**src/verilog/pin_port_pkg.sv**
```systemverilog
package pin_port_pkg;

  // ***********************************************************
  // sizes
  // ***********************************************************
  localparam int PIN_COUNT = 16;
  localparam int AF_COUNT = 16;
  localparam int AF_SEL_W = 4;
  localparam int LOCK_KEY_BIT = 16;

  // ***********************************************************
  // field encodings
  // ***********************************************************
  localparam logic [1:0] DIR_INPUT = 2'h0;
  localparam logic [1:0] DIR_OUTPUT = 2'h1;
  localparam logic [1:0] DIR_PERIPH = 2'h2;
  localparam logic [1:0] DIR_ANALOG = 2'h3;
  localparam logic TYPE_TOTEM = 1'h0;
  localparam logic TYPE_OPEN_DRAIN = 1'h1;
  localparam logic [1:0] BIAS_NONE = 2'h0;
  localparam logic [1:0] BIAS_UP = 2'h1;
  localparam logic [1:0] BIAS_DOWN = 2'h2;

  // ***********************************************************
  // reset values
  // ***********************************************************
  localparam logic [31:0] RST_DIR = 32'h0000_0000;
  localparam logic [15:0] RST_TYPE = 16'h0000;
  localparam logic [31:0] RST_SPEED = 32'h0000_0000;
  localparam logic [31:0] RST_BIAS = 32'h0000_0000;
  localparam logic [31:0] RST_SEL = 32'h0000_0000;
  localparam logic [15:0] RST_OUT = 16'h0000;

  // ***********************************************************
  // carriers
  // ***********************************************************
  typedef struct packed {
    logic [1:0] dir;
    logic drv_type;
    logic [1:0] speed;
    logic [1:0] bias;
    logic [3:0] af_sel;
  } pin_cfg_s;

  // one software write: data with per-byte enables
  typedef struct packed {
    logic en;
    logic [3:0] be;
    logic [31:0] data;
  } sw_write_s;

  // what one pin's driver sees
  typedef struct packed {
    logic out_val;
    logic out_en;
    logic pull_up;
    logic pull_down;
    logic analog;
    logic [1:0] speed;
  } pad_ctrl_s;

  typedef enum logic [1:0] {LK_IDLE, LK_ONE, LK_ZERO, LK_ARMED} lock_state_e;

endpackage

```
**src/verilog/lock_seq.sv**
```systemverilog
`timescale 1ns/1ps
module lock_seq
  import pin_port_pkg::*;
(
  input wire logic clock,
  input wire logic nrst,
  input wire sw_write_s wr,
  output logic [PIN_COUNT-1:0] frozen,
  output logic key_active
);

  // ***********************************************************
  // freeze key sequence: write 1, write 0, write 1 with same mask
  // ***********************************************************
  lock_state_e state_ff;
  lock_state_e nxt_state;
  logic [PIN_COUNT-1:0] mask_ff;
  logic [PIN_COUNT-1:0] nxt_mask;
  logic [PIN_COUNT-1:0] frozen_ff;
  logic [PIN_COUNT-1:0] nxt_frozen;
  logic full;
  logic key;
  logic key_ff;
  logic nxt_key;

  // only a full word write carries key and mask together
  always_comb begin
    full = wr.en && (wr.be == 4'hF);
    key = wr.data[LOCK_KEY_BIT];
    nxt_state = state_ff;
    nxt_mask = mask_ff;
    nxt_frozen = frozen_ff;
    case (state_ff)
      LK_IDLE: begin
        if (full && key) begin
          nxt_state = LK_ONE;
          nxt_mask = wr.data[PIN_COUNT-1:0];
        end
      end
      LK_ONE: begin
        if (full) begin
          nxt_state = (!key && wr.data[PIN_COUNT-1:0] == mask_ff) ? LK_ZERO : LK_IDLE;
        end
      end
      LK_ZERO: begin
        if (full) begin
          if (key && wr.data[PIN_COUNT-1:0] == mask_ff) begin
            nxt_state = LK_ARMED;
            nxt_frozen = frozen_ff | mask_ff;
          end else begin
            nxt_state = LK_IDLE;
          end
        end
      end
      LK_ARMED: begin
        nxt_state = LK_ARMED; // sticky until reset
      end
      default: nxt_state = LK_IDLE;
    endcase
    nxt_key = (nxt_state == LK_ARMED);
  end

  always_ff @(posedge clock or negedge nrst) begin
    if (!nrst) begin
      state_ff <= LK_IDLE;
      mask_ff <= '0;
      frozen_ff <= '0;
      key_ff <= 1'b0;
    end else begin
      state_ff <= nxt_state;
      mask_ff <= nxt_mask;
      frozen_ff <= nxt_frozen;
      key_ff <= nxt_key;
    end
  end

  assign frozen = frozen_ff;
  // registered so the status bit leaves a flop like every other output
  assign key_active = key_ff;

endmodule // lock_seq

```
**src/verilog/pin_port.sv**
```systemverilog
`timescale 1ns/1ps
module pin_port
  import pin_port_pkg::*;
(
  input wire logic clock,
  input wire logic nrst,
  input wire sw_write_s pin_direction_cfg_wr,
  input wire sw_write_s output_driver_type_wr,
  input wire sw_write_s slew_rate_cfg_wr,
  input wire sw_write_s bias_resistor_cfg_wr,
  input wire sw_write_s peripheral_select_low_wr,
  input wire sw_write_s peripheral_select_high_wr,
  input wire sw_write_s pin_output_latch_wr,
  input wire sw_write_s atomic_set_clear_wr,
  input wire sw_write_s config_freeze_wr,
  input wire logic [PIN_COUNT-1:0] pad_in,
  input wire logic [PIN_COUNT*AF_COUNT-1:0] af_out,
  input wire logic [PIN_COUNT*AF_COUNT-1:0] af_oe,
  output logic [31:0] pin_direction_cfg,
  output logic [31:0] output_driver_type,
  output logic [31:0] slew_rate_cfg,
  output logic [31:0] bias_resistor_cfg,
  output logic [31:0] peripheral_select_low,
  output logic [31:0] peripheral_select_high,
  output logic [31:0] pin_output_latch,
  output logic [31:0] pin_input_latch,
  output logic [31:0] config_freeze,
  output logic [PIN_COUNT-1:0] af_in,
  output logic [PIN_COUNT-1:0] pad_out,
  output logic [PIN_COUNT-1:0] pad_oe,
  output logic [PIN_COUNT-1:0] pad_pull_up,
  output logic [PIN_COUNT-1:0] pad_pull_down,
  output logic [PIN_COUNT-1:0] pad_analog,
  output logic [2*PIN_COUNT-1:0] pad_speed
);

  // ***********************************************************
  // configuration registers
  // ***********************************************************
  // direction, two bits per pin
  logic [31:0] dir_ff;
  logic [31:0] nxt_dir;
  // driver type, one bit per pin
  logic [15:0] type_ff;
  logic [15:0] nxt_type;
  // speed, two bits per pin
  logic [31:0] speed_ff;
  logic [31:0] nxt_speed;
  // bias, two bits per pin
  logic [31:0] bias_ff;
  logic [31:0] nxt_bias;
  // peripheral selects, four bits per pin
  logic [31:0] sel_lo_ff;
  logic [31:0] nxt_sel_lo;
  logic [31:0] sel_hi_ff;
  logic [31:0] nxt_sel_hi;
  // output latch
  logic [15:0] out_ff;
  logic [15:0] nxt_out;

  // from the freeze sequencer
  logic [PIN_COUNT-1:0] frozen;
  logic key_active;

  // ***********************************************************
  // write helpers
  // ***********************************************************
  // byte-lane merge, skipping bits of frozen pins; a lane with its enable low
  // keeps its old bits, so byte and half-word writes never disturb neighbours
  function automatic logic [31:0] merge(input logic [31:0] old, input sw_write_s wr,
                                        input logic [31:0] keep);
    logic [31:0] lane;
    lane = {{8{wr.be[3]}}, {8{wr.be[2]}}, {8{wr.be[1]}}, {8{wr.be[0]}}};
    merge = old;
    if (wr.en) begin
      merge = (old & (~lane | keep)) | (wr.data & lane & ~keep);
    end
  endfunction

  // widen a per-pin freeze mask to 2-bit and 4-bit fields
  // so a frozen pin masks every bit of its own field and nothing else
  function automatic logic [31:0] spread2(input logic [15:0] m);
    spread2 = '0;
    for (int i = 0; i < PIN_COUNT; i++) begin
      spread2[2*i +: 2] = {2{m[i]}};
    end
  endfunction

  // four-bit select fields cover eight pins per register
  function automatic logic [31:0] spread4(input logic [7:0] m);
    spread4 = '0;
    for (int i = 0; i < 8; i++) begin
      spread4[4*i +: 4] = {4{m[i]}};
    end
  endfunction

  // next config values; a frozen pin keeps every field
  // the type register has only sixteen live bits, so its upper lanes are masked
  always_comb begin
    logic [31:0] tnew;
    tnew = merge({16'h0000, type_ff}, output_driver_type_wr, {16'hFFFF, frozen});
    nxt_type = tnew[15:0];
    nxt_dir = merge(dir_ff, pin_direction_cfg_wr, spread2(frozen));
    nxt_speed = merge(speed_ff, slew_rate_cfg_wr, spread2(frozen));
    nxt_bias = merge(bias_ff, bias_resistor_cfg_wr, spread2(frozen));
    nxt_sel_lo = merge(sel_lo_ff, peripheral_select_low_wr, spread4(frozen[7:0]));
    nxt_sel_hi = merge(sel_hi_ff, peripheral_select_high_wr, spread4(frozen[15:8]));
  end

  // reset: all inputs, no bias, peripheral 0
  // selects reset too although input pins ignore them
  always_ff @(posedge clock or negedge nrst) begin
    if (!nrst) begin
      dir_ff <= RST_DIR;
      type_ff <= RST_TYPE;
      speed_ff <= RST_SPEED;
      bias_ff <= RST_BIAS;
      sel_lo_ff <= RST_SEL;
      sel_hi_ff <= RST_SEL;
    end else begin
      dir_ff <= nxt_dir;
      type_ff <= nxt_type;
      speed_ff <= nxt_speed;
      bias_ff <= nxt_bias;
      sel_lo_ff <= nxt_sel_lo;
      sel_hi_ff <= nxt_sel_hi;
    end
  end

  // ***********************************************************
  // output latch with atomic set/clear
  // ***********************************************************
  // direct write first, then clear, then set so set wins
  // set applied last: a set and a clear of one bit in one write leaves it set
  // a direct latch write and a set/clear in one cycle merge rather than drop
  always_comb begin
    logic [31:0] onew;
    logic [15:0] set_m;
    logic [15:0] clr_m;
    onew = merge({16'h0000, out_ff}, pin_output_latch_wr, 32'hFFFF_0000);
    set_m = '0;
    clr_m = '0;
    // lanes not enabled contribute neither set nor clear bits
    if (atomic_set_clear_wr.en) begin
      set_m = atomic_set_clear_wr.data[15:0] &
              {{8{atomic_set_clear_wr.be[1]}}, {8{atomic_set_clear_wr.be[0]}}};
      clr_m = atomic_set_clear_wr.data[31:16] &
              {{8{atomic_set_clear_wr.be[3]}}, {8{atomic_set_clear_wr.be[2]}}};
    end
    nxt_out = (onew[15:0] & ~clr_m) | set_m;
  end

  // one write per cycle lands next edge, so toggling every cycle works
  // no enable: the latch register updates on every edge
  always_ff @(posedge clock or negedge nrst) begin
    if (!nrst) begin
      out_ff <= RST_OUT;
    end else begin
      out_ff <= nxt_out;
    end
  end

  // ***********************************************************
  // lock sequencer
  // ***********************************************************
  // the sequencer owns the freeze mask; the fields above only read it
  // a partial write never advances the key, so byte stores cannot arm it
  lock_seq u_lock (
    .clock(clock),
    .nrst(nrst),
    .wr(config_freeze_wr),
    .frozen(frozen),
    .key_active(key_active)
  );

  // ***********************************************************
  // input sampling: two-flop synchroniser, then the latch
  // ***********************************************************
  logic [PIN_COUNT-1:0] sync1_ff;
  logic [PIN_COUNT-1:0] sync2_ff;
  logic [PIN_COUNT-1:0] nxt_in;
  logic [PIN_COUNT-1:0] in_ff;

  // the latch takes every cycle; no enable, the level is always fresh
  always_comb begin
    nxt_in = sync2_ff;
  end

  // pads are asynchronous; first stage read only by the second
  // cost: a pin change reaches the latch three edges later
  // reset clears the pipe, so the latch reads zero until three edges pass
  always_ff @(posedge clock or negedge nrst) begin
    if (!nrst) begin
      sync1_ff <= '0;
      sync2_ff <= '0;
      in_ff <= '0;
    end else begin
      sync1_ff <= pad_in;
      sync2_ff <= sync1_ff;
      in_ff <= nxt_in;
    end
  end

  // ***********************************************************
  // per-pin driver decode
  // ***********************************************************
  pad_ctrl_s pad_c [PIN_COUNT];
  pad_ctrl_s pad_ff [PIN_COUNT];

  // low pins take their select from the low register, high pins from the high one
  for (genvar g = 0; g < PIN_COUNT; g++) begin : g_pin
    pin_cfg_s cfg;
    // one assignment fills the whole field bundle for this pin
    assign cfg = '{
      dir: dir_ff[2*g +: 2],
      drv_type: type_ff[g],
      speed: speed_ff[2*g +: 2],
      bias: bias_ff[2*g +: 2],
      af_sel: (g < 8) ? sel_lo_ff[4*(g%8) +: 4] : sel_hi_ff[4*(g%8) +: 4]
    };
    // the slice is pure decode; all state stays in this module
    pin_slice u_slice (
      .cfg(cfg),
      .latch_bit(out_ff[g]),
      .af_out(af_out[AF_COUNT*g +: AF_COUNT]),
      .af_oe(af_oe[AF_COUNT*g +: AF_COUNT]),
      .pad(pad_c[g])
    );
  end

  // pad controls are registered so every output leaves a flop
  // the price: a write shows on the pads one edge after its read-back
  always_ff @(posedge clock or negedge nrst) begin
    if (!nrst) begin
      for (int i = 0; i < PIN_COUNT; i++) begin
        pad_ff[i] <= '0; // floating input at reset
      end
    end else begin
      for (int i = 0; i < PIN_COUNT; i++) begin
        pad_ff[i] <= pad_c[i];
      end
    end
  end

  // ***********************************************************
  // pin outputs
  // ***********************************************************
  // unpack the registered pad bundles onto flat pin buses
  // pad_speed follows the field whatever the direction
  always_comb begin
    for (int i = 0; i < PIN_COUNT; i++) begin
      pad_out[i] = pad_ff[i].out_val;
      pad_oe[i] = pad_ff[i].out_en;
      pad_pull_up[i] = pad_ff[i].pull_up;
      pad_pull_down[i] = pad_ff[i].pull_down;
      pad_analog[i] = pad_ff[i].analog;
      pad_speed[2*i +: 2] = pad_ff[i].speed;
    end
  end

  // ***********************************************************
  // read-back
  // ***********************************************************
  // configuration read-back straight from the field flops
  assign pin_direction_cfg = dir_ff;
  assign slew_rate_cfg = speed_ff;
  assign bias_resistor_cfg = bias_ff;
  assign peripheral_select_low = sel_lo_ff;
  assign peripheral_select_high = sel_hi_ff;

  // unused upper halves read as zero
  assign output_driver_type = {16'h0000, type_ff};
  assign pin_output_latch = {16'h0000, out_ff};
  assign pin_input_latch = {16'h0000, in_ff};

  // freeze status: key flag above the per-pin mask
  assign config_freeze = {15'h0000, key_active, frozen};

  // peripherals see the same synchronised levels as the input latch
  assign af_in = in_ff;

endmodule // pin_port

```
**src/verilog/pin_slice.sv**
```systemverilog
`timescale 1ns/1ps
module pin_slice
  import pin_port_pkg::*;
(
  input wire pin_cfg_s cfg,
  input wire logic latch_bit,
  input wire logic [AF_COUNT-1:0] af_out,
  input wire logic [AF_COUNT-1:0] af_oe,
  output pad_ctrl_s pad
);

  // ***********************************************************
  // per-pin driver decode
  // ***********************************************************
  logic src_val;
  logic src_en;
  logic driving;
  logic bias_ok;

  // source: latch or the peripheral chosen by af_sel
  always_comb begin
    src_val = latch_bit;
    src_en = 1'b1;
    if (cfg.dir == DIR_PERIPH) begin
      src_val = af_out[cfg.af_sel];
      src_en = af_oe[cfg.af_sel];
    end
    driving = (cfg.dir == DIR_OUTPUT) || (cfg.dir == DIR_PERIPH);
    // open drain only pulls low, a one releases the pad
    pad.out_en = driving && src_en && ((cfg.drv_type == TYPE_TOTEM) || !src_val);
    pad.out_val = src_val;
    // analog keeps bias off; reserved code 11 acts as no pull
    bias_ok = (cfg.dir != DIR_ANALOG);
    pad.pull_up = bias_ok && (cfg.bias == BIAS_UP);
    pad.pull_down = bias_ok && (cfg.bias == BIAS_DOWN);
    pad.analog = (cfg.dir == DIR_ANALOG);
    pad.speed = cfg.speed;
  end

endmodule // pin_slice
```
**config.mk**
```make
export PLATFORM = sky130hd
export DESIGN_NAME = pin_port
export DESIGN_NICKNAME = d
export VERILOG_FILES = /design/src/verilog/pin_port_pkg.sv /design/src/verilog/lock_seq.sv /design/src/verilog/pin_port.sv /design/src/verilog/pin_slice.sv
export SDC_FILE = /design/constraint.sdc
export NUM_CORES = 1
export LEC_CHECK = 0
export CORE_AREA = 2 2 497 499
export CTS_CLUSTER_SIZE = 16
export DETAILED_ROUTE_END_ITERATION = 6
export DIE_AREA = 0 0 499 501
export DONT_BUFFER_PORTS = 1
export PLACE_DENSITY = 0.3
export SLEW_MARGIN = 20
export SYNTH_ARGS = -nofsm -noshare
export SYNTH_HDL_FRONTEND = slang
export SYNTH_HIERARCHICAL = 1
export SYNTH_SLANG_ARGS = --single-unit
```
**constraint.sdc**
```tcl
create_clock -name clock -period 1.6 [get_ports clock]
set_input_delay 0.32 -clock clock [delete_from_list [all_inputs] [get_ports clock]]
set_output_delay 0.32 -clock clock [all_outputs]
set_load 0.01 [all_outputs]
```
### Word-level counts from Yosys, hierarchy flattened

Cells that the tools add are included.

* $lt $le $gt $ge: 16
* equality and inequality tests: 102
* multiplexer cells: 105
* bitwise logic cells: 66
* reductions and logical operators: 120

Operators by type and width (number)
* $and 32x32->32: 15
* $or 32x32->32: 10
* $not 32->32: 8
* $and 16x16->16: 8
* $bmux 1 s4: 32
* $eq 2x2->1 const B: 51
* $lt 4x5->1 const B: 16
* $or 16x16->16: 5
* $logic_and 1x1->1: 68
* $eq 2x1->1 const B: 33
* $mux 1: 64
* $not 16->16: 4
* $mux 16: 3
* $logic_or 1x1->1: 32
* $ne 2x2->1 const B: 16
* $logic_not 1->1: 17
* $eq 16x16->1: 1
* $not 1->1: 16
* $mux 2: 5
* $pmux 2 s4: 1
* $eq 4x4->1 const B: 1
* $reduce_and 3->1: 1
* $logic_not 2->1: 1
* $reduce_and 2->1: 1

* register bits: 387
* word-level logic and storage cells: 519

### Depth between registers and ports, before layout

* depth after elaboration: 6
* gate-level depth with buffers: 7
* depth with buffers taken out: 5

### Hierarchy

Netlist, hierarchy kept.

By module, submodules not included
* pin_port: instances 1, cells each 780, area an instance 12684.7 µm²
* pin_slice: instances 16, cells each 39, area an instance 404.1 µm²
* lock_seq: instances 1, cells each 109, area an instance 1497.7 µm²

### Least setup slack after synthesis

No wires, ideal clock.

* path kind: flip-flop to flip-flop
* start point: register sel_lo_ff[0] (netlist: peripheral_select_low[0])
* end point: register pad_ff, in the netlist pad_oe[0]
* data arrival time: 1686 ps
* setup slack: -217 ps
* stages on the path, launching flop included: 6
* buffers on the path: 1
* path through: dfrtp_1 buf_2 mux4_2 or2_2 a41o_1 a2bb2oi_1

RTL lines
* start, declared: line pin_port.sv:53 `logic [31:0] sel_lo_ff;`
* start signal, assigned: line pin_port.sv:125 `sel_lo_ff <= nxt_sel_lo;`
* end signal, assigned by index: line pin_port.sv:240 `pad_ff[i] <= pad_c[i];`
* end, declared: line pin_port.sv:208 `pad_ctrl_s pad_ff [PIN_COUNT];`

==> impl_metrics.ini <==
[sta]
final-hold-violation-count = 150
tns_ns = -10.43
drv_slew = 0
fin_skew_ns = 0.0492
fin_hold_ws_ns = -0.679
worst_pin_slew_ns = 1.06
fin_ws_ns = -0.301
rsz0062_at_grt = true
max_freq_mhz = 526
layout_min_cycle_time_ns = 1.90
post-route-period-util_pct = 119
finalSetupViolCount = 106
maxSlewHeadroom_pct = 29.3

[drt]
route.antenna.remaining_nets = 0
wirelength_mm = 149
wire_per_inst_um = 27.5
vias = 16100
post-route-drc-count = 0
drtIter0Drc = 787
dr.pass1.iters = 5
via_per_inst = 2.98

[setup_path]
critical_path_class = flip-flop to flip-flop
cp_data_required_time_ns = 2.19
worstPathArrival_ns = 2.49
crit_chain = buf_6 -> mux2i_4 -> mux4_2 -> a221oi_4 -> a2bb2oi_1
crit_fanout = 3
slowest_delay_ns = 0.54
crit_path_end_kind = flip-flop
cpMaxStageDelayCell = mux4_2
startpoint_type = flip-flop

[logic_synthesis]
syn-cell-area_um2 = 20600
synth_top_area_share_pct = 46.9
syn_inst = 1513
synth_area_leaders = dfrtp_1 (47%), mux2_2 (9.9%), mux2i_1 (8.5%)
synthTopCellsByCount = dfrtp_1 (387), mux2_2 (182), mux2i_1 (176)
synth_top_flop_cell = dfrtp_1
synth_cell_types = 39
ys_warn_count = 6
async_flop_share_pct = 100
ys_seq_elements = 387
yosysTopAreaCell = dfrtp_1
syn_area_per_cell_um2 = 13.6
synthMostInstantiatedCell = dfrtp_1
synth_seq_area_share_pct = 46.9
synth_edf_count = 0

[global_routing]
grt_max_degree = 388
grtUsageTotal_pct = 11.4
grt_overflow_total = 0
grt_pass1_wl_mm = 186
grt_pass1_vias = 17400
grt_antenna_before_repair = 90

[floorplanning]
rows = 182
die_h_um = 501
dieArea_um2 = 250000
initial_core_util_pct = 8.43
die_w_um = 499
ioPinCount = 1279
core_area_um2 = 245000

[clock_tree]
numCtsBuffers = 57
cts_tree = built
root_buffer = clkbuf_16
path_clk_slew_ns = 0.06
clock_latency_ns = 0.73
htreeDepth = 2
clock_path_buffers = 3
clock-sinks = 387

[power_and_ir_drop]
swShare_pct = 33.5
p_per_area_nw_per_um2 = 1170
p_int_w = 0.0258
cellLeakagePower_nw = 13.0
p_switching_w = 0.0130
pwr-share-seq_pct = 35.9
ir_drop_mv = 0.739
power_frac_comb_pct = 24.9
clkPwrFrac_pct = 39.3
p_total_w = 0.0387

[flow_run]
drv_cap = 0

[finish]
nets = 2951
area_growth_pct = 60.5
drive_above_1_share_pct = 45.4
fin_cells = 5404
final_util_pct = 13.5

[placement]
dp.cells = 4814
io_buffers = 0
routabilityCongestion = 0.969
dp_hpwl_mm = 117

[worst_hold_path]
min_path_type = primary input to asynchronous set/reset pin

[status]
run_status = finished, violations left
violations = hold timing, setup timing
==> path summary, 6_finish.rpt <==
check	start	end	slack, ns	depth (start not counted)
setup / recovery	peripheral_select_high[9]	pad_oe[10]	-0.30	5
hold / removal	nrst	pad_analog[2]	-0.68	0
setup reg to reg	peripheral_select_high[9]	pad_oe[10]	-0.30	5
hold reg to reg	sync1_ff[11]	nxt_in[11]	0.35	0
max in group asynchronous	nrst	pin_direction_cfg[23]	0.54	2
min in group clock	output_driver_type_wr[36]	type_ff[8]	0.07	3
==> power by group through the flow <==
stage,Combinational [W],Sequential (W),Clock [W]
2_1_floorplan,0.00488,0.0128,0
3_3_place_gp,0.00675,0.0144,0
6_report,0.00963,0.0139,0.0152
5_1_grt,0.0103,0.0142,0.0163
4_1_cts,0.00930,0.0140,0.0160
3_5_place_dp,0.00674,0.0144,0
==> flip-flops by register name (all words and copies together) (netlist names), 32 cells and up <==
name / count
bias_resistor_cfg: 32
pad_speed: 32
peripheral_select_high: 32
peripheral_select_low: 32
pin_direction_cfg: 32
slew_rate_cfg: 32
==> worst max-delay path, delay by kind of cell, from the launching register on <==
family / cells / cell delay (ns)
DFF: 1 / 0.46
muxes: 2 / 0.76
buffers and inverters: 1 / 0.16
AOI/OAI and AO/OA: 2 / 0.38
==> repair_timing <==
action | 4_1_cts | 5_1_grt
hold endpoints to repair | 615 | 154
pin swaps | 35 | 12
resized for setup | 357 | 43
setup buffers | 108 | 13
hold buffers | 308 | 10
setup endpoints to repair | 284 | 256
cloned | 0 | 1
==> kinds of logic after synthesis <==
family                 Yosys count  share of synthesized area, %
AO/OA/AOI/OAI                  102                          4.75
XOR/XNOR                        16                         0.679
buffers and inverters          224                          8.84
flip-flops                     387                          46.9
multiplexers                   448                          28.3
other                            1                        0.0182
AND/OR/NAND/NOR                335                          10.5
==> metrics by stage <==
step                      setup slack [ns]  cell area (µm²)
after floorplan                     -0.130            21100
after global placement              -0.495            25400
after detailed placement            -0.538            25400
after CTS                           -0.353            32600
after global routing                -0.365            33100
final                               -0.301            33100
==> layout make-up <==
type / instances / area, µm²
clock buffers: 63 / 1480
well taps: 3220 / 4030
inverters: 3 / 11.3
repair buffers: 675 / 7040
flip-flops and latches: 387 / 9920
diodes: 47 / 118
clock inverters: 45 / 732
fillers: 27600 / 212000
multi-input cells: 964 / 9800
==> metal layers <==
layer	routed length (µm)	share of wire [%]	global-route usage [%]
met2	69400	47	18.7
met5	82	0.055	0
met4	7140	4.8	5.04
met3	13000	8.7	3.64
met1	59000	40	13.5
==> placed cells by master (no fill, tap or decap), drive strengths merged, types with 32 or more instances in the layout <==
cell type,count
a21o,32
and2,35
buf,365
clkbuf,64
conb,63
dfrtp,387
diode,47
dlygate4sd3,306
mux2,192
mux2i,176
mux4,80
nand3,33
nand3b,112
nor2,34
nor2b,32
nor3b,33
Power figures use the tool's default switching activity.
